<file path="src/smc_pkg.sv">
// package for the shunt monitor conversion control block
// Summary of operation
// - software reset bit or general-call reset returns everything but the convert pin qualifier to power-up state
// - after reset all status bits masked, warning/over-limit/critical/alert disabled
// - after reset watchdog outputs are active low and transparent
// - mode all ones converts shunt for its average count, then bus, repeating
// - modes 1, 2, 5, 6 convert only shunt or only bus; mode 3 is triggered shunt then bus
// - current and power computed in a multiply step after the last sample, adding MULT_CYC cycles before ready
// - leaving power-down waits 40 us before operation resumes
// - adc-off mode stops all conversions
// - convert input active in triggered modes, low for 4 us starts conversion
// - convert input ignored while a triggered conversion runs
// - triggered conversions still average to programmed shunt and bus counts
// - triggered-mode write with convert held low starts one single-shot conversion
// - result outputs always readable, holding last completed conversion values
// - conversion-ready set only after conversions, averaging and multiply finish
// - configuration write clears ready flag unless mode is power-down or adc-off
// - status read clears the ready flag
// - single-shot start from convert input clears the ready flag
// - signed peak registers hold highest and lowest shunt readings
// - peaks update only from completed conversions
// - in triggered modes ready flag drives the latched alert with faults
package smc_pkg;
  localparam int CLK_MHZ = 100;
  localparam int PWRUP_US = 40;
  localparam int CNV_LOW_US = 4;
  localparam int PWRUP_CYC = PWRUP_US * CLK_MHZ;
  localparam int CNV_LOW_CYC = CNV_LOW_US * CLK_MHZ;
  localparam int SAMPLE_CYC_DEF = 53200; // 532 us per conversion
  localparam int MULT_CYC = 4;
  localparam int CFG_RST_BIT = 15;
  localparam logic [2:0] MODE_PWR_DOWN = 3'h0;
  localparam logic [2:0] MODE_TRIG_SHUNT = 3'h1;
  localparam logic [2:0] MODE_TRIG_BUS = 3'h2;
  localparam logic [2:0] MODE_TRIG_BOTH = 3'h3;
  localparam logic [2:0] MODE_ADC_OFF = 3'h4;
  localparam logic [2:0] MODE_CONT_SHUNT = 3'h5;
  localparam logic [2:0] MODE_CONT_BUS = 3'h6;
  localparam logic [2:0] MODE_CONT_BOTH = 3'h7;
  localparam logic [2:0] MODE_RESET = 3'h7;
  localparam logic [3:0] AVG_RESET = 4'h3;

  // configuration word written by the host
  typedef struct packed {
    logic rst;
    logic [3:0] bus_averaging_field;
    logic [3:0] shunt_averaging_field;
    logic [2:0] mode;
  } smc_cfg_type;

  // alarm and watchdog setup, all off after reset
  typedef struct packed {
    logic [3:0] status_mask;
    logic warn_en;
    logic over_en;
    logic crit_en;
    logic alert_en;
    logic wd_pol_high;
    logic wd_latched;
  } smc_alarm_type;

  // latest results
  typedef struct packed {
    logic signed [15:0] shunt;
    logic [15:0] bus;
    logic signed [31:0] current;
    logic signed [47:0] power;
  } smc_result_type;

  typedef enum logic [5:0] {
    ST_IDLE = 6'b000001,
    ST_WAKE = 6'b000010,
    ST_SHUNT = 6'b000100,
    ST_BUS = 6'b001000,
    ST_MULT = 6'b010000,
    ST_DONE = 6'b100000
  } smc_state_type;
endpackage

</file>
<file path="src/smc_cnv_qual.sv">
// convert pin synchroniser and low-time qualifier
`timescale 1ns/1ps
module smc_cnv_qual #(
  parameter int LOW_CYC = smc_pkg::CNV_LOW_CYC
) (
  input wire logic core_clk_i,
  input wire logic reset_n_i,
  input wire logic convert_n_i,
  output logic held_low_o,
  output logic start_o
);
  import smc_pkg::*;
  logic sync1_r, sync2_r, sync1_nxt, sync2_nxt;
  logic [15:0] cnt_r, cnt_nxt;
  logic held_r, held_nxt;

  // two-stage sync then count continuous low cycles
  always_comb begin
    sync1_nxt = convert_n_i;
    sync2_nxt = sync1_r;
    cnt_nxt = cnt_r;
    held_nxt = held_r;
    if (sync2_r) begin
      cnt_nxt = '0;
      held_nxt = 1'b0;
    end else if (cnt_r < 16'(LOW_CYC - 1)) begin
      cnt_nxt = cnt_r + 16'h0001;
    end else begin
      held_nxt = 1'b1;
    end
  end

  always_ff @(posedge core_clk_i) begin
    if (!reset_n_i) begin
      sync1_r <= 1'b1;
      sync2_r <= 1'b1;
      cnt_r <= '0;
      held_r <= 1'b0;
    end else begin
      sync1_r <= sync1_nxt;
      sync2_r <= sync2_nxt;
      cnt_r <= cnt_nxt;
      held_r <= held_nxt;
    end
  end

  assign held_low_o = held_r;
  assign start_o = held_nxt & ~held_r; // one pulse per qualified low
endmodule

</file>
<file path="src/smc_conv_ctrl.sv">
// conversion sequencing, ready flag and peak hold for the shunt monitor
`timescale 1ns/1ps
module smc_conv_ctrl #(
  parameter int SAMPLE_CYC = smc_pkg::SAMPLE_CYC_DEF,
  parameter int PWRUP_WAIT = smc_pkg::PWRUP_CYC,
  parameter int CNV_LOW = smc_pkg::CNV_LOW_CYC
) (
  input wire logic core_clk_i,
  input wire logic reset_n_i,
  input wire logic general_call_rst_i,
  input wire logic cfg_wr_i,
  input wire smc_pkg::smc_cfg_type cfg_wdata_i,
  input wire logic alarm_wr_i,
  input wire smc_pkg::smc_alarm_type alarm_wdata_i,
  input wire logic status_rd_i,
  input wire logic convert_n_i,
  input wire logic signed [15:0] shunt_sample_i,
  input wire logic [15:0] bus_sample_i,
  input wire logic signed [15:0] calib_i,
  input wire logic fault_i,
  output smc_pkg::smc_cfg_type cfg_o,
  output smc_pkg::smc_alarm_type alarm_o,
  output smc_pkg::smc_result_type result_o,
  output logic signed [15:0] peak_high_o,
  output logic signed [15:0] peak_low_o,
  output logic conversion_ready_flag_o,
  output logic alert_o,
  output logic adc_sample_o,
  output logic adc_sel_bus_o,
  output logic analog_on_o,
  output logic busy_o
);
  import smc_pkg::*;

  smc_state_type state_r, state_nxt;
  smc_cfg_type cfg_r, cfg_nxt;
  smc_alarm_type alarm_r, alarm_nxt;
  smc_result_type res_r, res_nxt;
  logic signed [15:0] pk_hi_r, pk_hi_nxt, pk_lo_r, pk_lo_nxt;
  logic signed [31:0] sh_acc_r, sh_acc_nxt;
  logic [31:0] bus_acc_r, bus_acc_nxt;
  logic [31:0] cyc_r, cyc_nxt;
  logic [7:0] smp_r, smp_nxt;
  logic rdy_r, rdy_nxt;
  logic alert_r, alert_nxt;
  logic pk_valid_r, pk_valid_nxt;
  logic pk_upd;
  logic trig_run_r, trig_run_nxt;
  logic pend_r, pend_nxt;
  logic held_low, cnv_start;
  logic soft_rst;
  logic trig_mode, do_shunt, do_bus, sleep_mode;
  logic [7:0] sh_avg, bus_avg;
  logic signed [15:0] sh_mean;
  logic [15:0] bus_mean;

  smc_cnv_qual #(
    .LOW_CYC(CNV_LOW)
  ) u_qual (
    .core_clk_i(core_clk_i),
    .reset_n_i(reset_n_i),
    .convert_n_i(convert_n_i),
    .held_low_o(held_low),
    .start_o(cnv_start)
  );

  // averaging count from a 4-bit field, powers of two up to 128
  function automatic logic [7:0] avg_count(input logic [3:0] f);
    logic [7:0] n;
    n = 8'h01;
    if (f[3]) begin
      n = 8'h01 << ((f[2:0] > 3'h7) ? 3'h7 : f[2:0]);
    end
    return n;
  endfunction

  // mode decode and averaging; counts are powers of two, so the divide only
  // drops fraction bits and rounds toward zero for negative sums
  assign soft_rst = general_call_rst_i | (cfg_wr_i & cfg_wdata_i.rst);
  assign trig_mode = (cfg_r.mode != MODE_ADC_OFF) & ~cfg_r.mode[2] & (cfg_r.mode != MODE_PWR_DOWN);
  assign do_shunt = cfg_r.mode[0];
  assign do_bus = cfg_r.mode[1];
  assign sleep_mode = (cfg_r.mode == MODE_PWR_DOWN) | (cfg_r.mode == MODE_ADC_OFF);
  assign sh_avg = avg_count(cfg_r.shunt_averaging_field);
  assign bus_avg = avg_count(cfg_r.bus_averaging_field);
  assign sh_mean = 16'(sh_acc_r / $signed({24'h0, sh_avg}));
  assign bus_mean = 16'(bus_acc_r / {24'h0, bus_avg});

  // main sequencer next-state logic
  always_comb begin
    state_nxt = state_r;
    cfg_nxt = cfg_r;
    res_nxt = res_r;
    sh_acc_nxt = sh_acc_r;
    bus_acc_nxt = bus_acc_r;
    cyc_nxt = cyc_r;
    smp_nxt = smp_r;
    rdy_nxt = rdy_r;
    alert_nxt = alert_r;
    trig_run_nxt = trig_run_r;
    pend_nxt = pend_r;
    case (state_r)
      ST_IDLE: begin
        cyc_nxt = '0;
        smp_nxt = '0;
        sh_acc_nxt = '0;
        bus_acc_nxt = '0;
        if (!sleep_mode && (!trig_mode || pend_r)) begin
          pend_nxt = 1'b0;
          trig_run_nxt = trig_mode;
          state_nxt = do_shunt ? ST_SHUNT : ST_BUS;
        end
      end
      ST_WAKE: begin
        cyc_nxt = cyc_r + 32'h1;
        if (cyc_r >= 32'(PWRUP_WAIT - 1)) begin
          state_nxt = ST_IDLE;
        end
      end
      ST_SHUNT: begin
        cyc_nxt = cyc_r + 32'h1;
        if (cyc_r >= 32'(SAMPLE_CYC - 1)) begin
          cyc_nxt = '0;
          sh_acc_nxt = sh_acc_r + 32'(shunt_sample_i);
          smp_nxt = smp_r + 8'h01;
          if (smp_r + 8'h01 >= sh_avg) begin
            smp_nxt = '0;
            state_nxt = do_bus ? ST_BUS : ST_MULT;
          end
        end
      end
      ST_BUS: begin
        cyc_nxt = cyc_r + 32'h1;
        if (cyc_r >= 32'(SAMPLE_CYC - 1)) begin
          cyc_nxt = '0;
          bus_acc_nxt = bus_acc_r + {16'h0, bus_sample_i};
          smp_nxt = smp_r + 8'h01;
          if (smp_r + 8'h01 >= bus_avg) begin
            smp_nxt = '0;
            state_nxt = ST_MULT;
          end
        end
      end
      ST_MULT: begin
        // multiply step after sampling, holds the sequencer for MULT_CYC cycles before done
        cyc_nxt = cyc_r + 32'h1;
        if (cyc_r == 32'h0) begin
          if (do_shunt) begin
            res_nxt.shunt = sh_mean;
            res_nxt.current = 32'(sh_mean * calib_i);
          end
          if (do_bus) begin
            res_nxt.bus = bus_mean;
          end
        end else if (cyc_r == 32'h1) begin
          res_nxt.power = 48'(res_r.current * $signed({1'b0, res_r.bus}));
        end
        if (cyc_r >= 32'(MULT_CYC - 1)) begin
          state_nxt = ST_DONE;
        end
      end
      ST_DONE: begin
        rdy_nxt = 1'b1;
        if (trig_run_r) begin
          alert_nxt = 1'b1;
        end
        trig_run_nxt = 1'b0;
        cyc_nxt = '0;
        state_nxt = ST_IDLE;
      end
      default: state_nxt = ST_IDLE;
    endcase
    if (fault_i && alarm_r.alert_en) begin
      alert_nxt = 1'b1;
    end
    // convert pin only counts in triggered modes and while not converting
    if (cnv_start && trig_mode && !trig_run_nxt && state_r == ST_IDLE) begin
      pend_nxt = 1'b1;
      rdy_nxt = 1'b0;
    end
    if (status_rd_i) begin
      rdy_nxt = 1'b0;
      alert_nxt = 1'b0;
    end
    if (cfg_wr_i) begin
      cfg_nxt = cfg_wdata_i;
      cfg_nxt.rst = 1'b0;
      if (cfg_wdata_i.mode != MODE_PWR_DOWN && cfg_wdata_i.mode != MODE_ADC_OFF) begin
        rdy_nxt = 1'b0;
      end
      if (cfg_wdata_i.mode == MODE_PWR_DOWN || cfg_wdata_i.mode == MODE_ADC_OFF) begin
        state_nxt = ST_IDLE;
        trig_run_nxt = 1'b0;
        pend_nxt = 1'b0;
      end else if (cfg_r.mode == MODE_PWR_DOWN) begin
        state_nxt = ST_WAKE;
        cyc_nxt = '0;
      end
      if (!cfg_wdata_i.mode[2] && cfg_wdata_i.mode != MODE_PWR_DOWN && held_low) begin
        pend_nxt = 1'b1;
        state_nxt = (cfg_r.mode == MODE_PWR_DOWN) ? ST_WAKE : ST_IDLE;
        trig_run_nxt = 1'b0;
      end
    end
  end

  // state registers with reset and soft reset to power-up values
  always_ff @(posedge core_clk_i) begin
    if (!reset_n_i || soft_rst) begin
      state_r <= ST_IDLE;
      cfg_r <= '{rst: 1'b0, bus_averaging_field: AVG_RESET,
                 shunt_averaging_field: AVG_RESET, mode: MODE_RESET};
      res_r <= '0;
      sh_acc_r <= '0;
      bus_acc_r <= '0;
      cyc_r <= '0;
      smp_r <= '0;
      rdy_r <= 1'b0;
      alert_r <= 1'b0;
      trig_run_r <= 1'b0;
      pend_r <= 1'b0;
    end else begin
      state_r <= state_nxt;
      cfg_r <= cfg_nxt;
      res_r <= res_nxt;
      sh_acc_r <= sh_acc_nxt;
      bus_acc_r <= bus_acc_nxt;
      cyc_r <= cyc_nxt;
      smp_r <= smp_nxt;
      rdy_r <= rdy_nxt;
      alert_r <= alert_nxt;
      trig_run_r <= trig_run_nxt;
      pend_r <= pend_nxt;
    end
  end

  // alarm setup register, written whole by the host
  always_comb begin
    alarm_nxt = alarm_r;
    if (alarm_wr_i) begin
      alarm_nxt = alarm_wdata_i;
    end
  end

  // every reset leaves all alarm functions masked and off
  always_ff @(posedge core_clk_i) begin
    if (!reset_n_i || soft_rst) begin
      alarm_r <= '0;
    end else begin
      alarm_r <= alarm_nxt;
    end
  end

  // peak hold sees only completed, averaged shunt readings, so a fast
  // fault that is gone before a conversion ends never shows up here
  assign pk_upd = (state_r == ST_MULT) && (cyc_r == 32'h0) && do_shunt;
  always_comb begin
    pk_hi_nxt = pk_hi_r;
    pk_lo_nxt = pk_lo_r;
    pk_valid_nxt = pk_valid_r;
    if (pk_upd) begin
      pk_valid_nxt = 1'b1;
      // first reading seeds both peaks, whatever its sign
      if (!pk_valid_r || sh_mean > pk_hi_r) begin
        pk_hi_nxt = sh_mean;
      end
      if (!pk_valid_r || sh_mean < pk_lo_r) begin
        pk_lo_nxt = sh_mean;
      end
    end
  end

  // peak registers, cleared by every reset
  always_ff @(posedge core_clk_i) begin
    if (!reset_n_i || soft_rst) begin
      pk_hi_r <= '0;
      pk_lo_r <= '0;
      pk_valid_r <= 1'b0;
    end else begin
      pk_hi_r <= pk_hi_nxt;
      pk_lo_r <= pk_lo_nxt;
      pk_valid_r <= pk_valid_nxt;
    end
  end

  // outputs straight from registers
  assign cfg_o = cfg_r;
  assign alarm_o = alarm_r;
  assign result_o = res_r;
  assign peak_high_o = pk_hi_r;
  assign peak_low_o = pk_lo_r;
  assign conversion_ready_flag_o = rdy_r;
  assign alert_o = alert_r;
  assign adc_sample_o = ((state_r == ST_SHUNT) || (state_r == ST_BUS)) && (cyc_r == 32'h0);
  assign adc_sel_bus_o = (state_r == ST_BUS);
  assign analog_on_o = (cfg_r.mode != MODE_PWR_DOWN); // off only in power-down
  assign busy_o = (state_r != ST_IDLE);
endmodule

</file>
<file path="config.mk">
export PLATFORM = sky130hd
export DESIGN_NAME = smc_conv_ctrl
export DESIGN_NICKNAME = d
export VERILOG_FILES = /design/src/smc_pkg.sv /design/src/smc_cnv_qual.sv /design/src/smc_conv_ctrl.sv
export SDC_FILE = /design/constraint.sdc
export NUM_CORES = 2
export LEC_CHECK = 0
export ABC_AREA = 1
export BUFFER_PORTS_ARGS = -buffer_cell sky130_fd_sc_hd__clkbuf_2
export CAP_MARGIN = 20
export CORE_UTILIZATION = 55
export DETAILED_ROUTE_END_ITERATION = 6
export MAX_ROUTING_LAYER = met4
export PLACE_DENSITY = 0.72
export SYNTH_ARGS = -nofsm -noshare
export SYNTH_HDL_FRONTEND = slang
export SYNTH_SLANG_ARGS = --single-unit
export TNS_END_PERCENT = 50
</file>
<file path="constraint.sdc">
create_clock -name core_clk_i -period 91.7 [get_ports core_clk_i]
set_clock_uncertainty 0.15 [all_clocks]
set_input_delay 4.585 -clock core_clk_i [delete_from_list [all_inputs] [get_ports core_clk_i]]
set_output_delay 4.585 -clock core_clk_i [all_outputs]
set_load 0.03 [all_outputs]
</file>
==> key figures <==
Timing
  – Final setup viols: 0
  – TNS Setup: 0 ns
  – Slew Viols, Final: 0
  – Final hold violation count: 0
  – Slew of the pin with the lowest slew margin: 1.07 ns
  – Rel. slew slack: 0.283
  – Min Hold Slack: 0.258 ns
  – Fmax: 12.1 MHz
  – Minimum clock period: 82.36 ns
  – Final period util: 0.898
  – RSZ-0062 raised after global routing: no

Die
  – Core Rows: 148
  – Die H: 408 um
  – Chip Width: 408 um
  – Initial Util: 0.556
  – Die area: 167000 um2
  – I/O pin count: 250
  – CORE AREA: 163000 um2

Logic synthesis
  – Synth top area cells: fa_1 16%, nand2_1 13%, inv_1 11%
  – Synthesized Nets: 15505
  – Cell with the most instances after synthesis: nand2_1
  – Async set-reset flop share out of synthesis: 0
  – Synthesized instance count: 13924
  – Synth cell count leaders: 3204 x nand2_1, 2576 x inv_1, 1156 x nor2_1
  – Cell area after synthesis: 90800 um2
  – Number of synthesized flops with an enable pin: 0
  – Cell taking the most area after synthesis: fa_1
  – Distinct cells, synth: 95
  – Yosys warnings: 0
  – Seq/Total Area, Yosys: 0.0659
  – Synth top area share: 0.165
  – Mean Syn Cell Area: 6.52 um2
  – Register bit total from synthesis: 299
  – Ys flop type: dfxtp_1

GRT
  – Initial antenna violation count: 2
  – GR Overflow Total: 0
  – Largest net degree at the start of global routing: 87
  – Number of global-route vias before repair: 82389
  – First-pass GRT wire length: 427000 um
  – Gr usage total: 0.320

Clock tree
  – CTS root buf: clkbuf_16
  – Cells resized by post-CTS repair: 0
  – # H-tree levels: 2
  – CTS clk-pin slew, worst paths: 0.06 ns
  – Buffers inserted by post-CTS timing repair: 0
  – Clock Tree Buf Depth: 3
  – Post-CTS Hold Buffers: 0
  – Skew-Pair Late Insertion Delay: 0.63 ns
  – Clock sink count: 299
  – Total CTS buffers: 43
  – TritonCTS clock tree: yes

Routing
  – Post-route ant nets: 0
  – Routed vias: 86810
  – WL/cell: 16.2 um
  – Met3 wire length: 19500 um
  – WL met2: 118000 um
  – Vias per inst: 5.39
  – Total wire length: 261000 um
  – First drt pass iteration count: 7
  – Initial drt markers: 6626
  – DR DRC count: 18
  – Max Used Layer: met4
  – Routed met1 length: 117000 um

Finish
  – Fin nets: 15486
  – FF/Latch Area: 5990 um2
  – Layout cells sized above 1: 0.118
  – Area Overhead vs Synth: 3.70%
  – Multi-input logic area: 71900 um2
  – Fill count: 16348
  – Core Util, Final: 0.577

Setup path
  – Crit-path most repeated cell: nand2_1
  – Crit-path max FO: 41
  – Largest stage delay, worst path: 0.99 ns
  – Worst Path Arrival: 82.81 ns
  – Setup CP Type: reg -> reg
  – Crit. End Element: flop
  – Startpoint types: flop
  – CP Data Required Time: 92.14 ns
  – Worst path slowest cell: dfxtp_2

Status
  – Failing checks: DRC
  – Status: finished with violations

Placement
  – Post-DP HPWL: 210000 um
  – Routability congestion estimate: 0.999
  – PortBufs: 248

Min path
  – Worst hold path class: reg -> reg

Job
  – Maxcap violations: 0
[through the flow]
step	std cells	cell area (um2)	setup WS, ns
after floorplan	13924	90800	19.52
after global placement	16035	92700	11.96
after detailed placement	16035	92700	10.11
after CTS	16112	94200	9.96
after global routing	16113	94200	0.231
final	16113	94200	9.34
[critical path, delay by kind of cell (launching register included)]
family / cells / cell delay (ns)
compound gates: 145 / 28.30
flops: 1 / 0.99
fa+ha+maj: 40 / 14.20
buf+inv: 70 / 8.44
xor+xnor: 1 / 0.13
simple gates: 200 / 29.88
[sequential cells by signal, indices dropped and copies added, names as in the netlist]
| signal | count |
|---|---|
| trig_run_r | 1 |
| u_qual.sync1_r | 1 |
| bus_acc_r | 32 |
| u_qual.cnt_r | 16 |
| alert_o | 1 |
| cyc_r | 32 |
| peak_low_o | 16 |
| smp_r | 8 |
| pk_valid_r | 1 |
| pend_r | 1 |
| result_o | 112 |
| cfg_o | 11 |
| state_r | 6 |
| alarm_o | 10 |
| u_qual.held_low_o | 1 |
| u_qual.sync2_r | 1 |
| conversion_ready_flag_o | 1 |
| sh_acc_r | 32 |
| peak_high_o | 16 |
[routing by layer]
layer  vias up  GRT usage
met4         0     0.0770
met5         -          -
met1     40181      0.419
met2      2502      0.515
met3       373     0.0501
li1      43754          -
[final cells by class]
type / instances / share of cell area
repair buffers: 321 / 0.0190
flip-flops and latches: 299 / 0.0636
well taps: 2175 / 0.0289
clock inverters: 25 / 0.00365
clock buffers: 52 / 0.0121
multi-input cells: 10528 / 0.764
inverters: 2712 / 0.109
diodes: 1 / 0.0000266
[worst paths after layout]
kind             startpoint        endpoint  slack, ns  cells after the start
max            sh_acc_r[31]    result_o[78]       9.34                    456
min          u_qual.sync1_r  u_qual.sync2_r       0.26                      2
max reg2reg    sh_acc_r[31]    result_o[78]       9.34                    456
min reg2reg  u_qual.sync1_r  u_qual.sync2_r       0.26                      2
[kinds of logic (layout without fill, tap and decap cells)]
logic type / after synthesis / count (layout) / synth area share
adders and majority gates: 1503 / 1503 / 0.269
buffers and inverters: 3097 / 3110 / 0.143
DFF: 299 / 299 / 0.0659
xor gates and xnor gates: 546 / 546 / 0.0527
AOI/OAI and AO/OA: 1809 / 1809 / 0.114
and+or+nand+nor: 6668 / 6668 / 0.355
other: 1 / 2 / 0.0000413
muxes: 1 / 1 / 0.000110
[layout by cell type (no fill, tap or decap), types with 29 or more instances in the layout]
cell type	instances
nor2_2	182
o21ai_0	670
nor2_4	111
nor3_1	108
o21a_1	34
a21oi_1	659
xor2_1	344
nor2_1	1154
a21o_1	29
clkinv_1	30
nand3_1	754
o21bai_1	75
inv_2	79
clkbuf_2	248
buf_4	73
o21ai_1	63
or2_2	48
inv_1	2575
nand3_2	212
dfxtp_1	298
nand3_4	37
nand2_4	89
xnor2_1	202
nand2_1	3204
nand4_1	276
nand2_2	324
nand3b_1	68
o211ai_1	62
o21ai_2	44
fa_1	748
clkbuf_16	43
ha_1	755
Power is left out: the tool's default activity adds up to more than one toggle a clock period on the data nets, which glitch-free logic cannot reach.
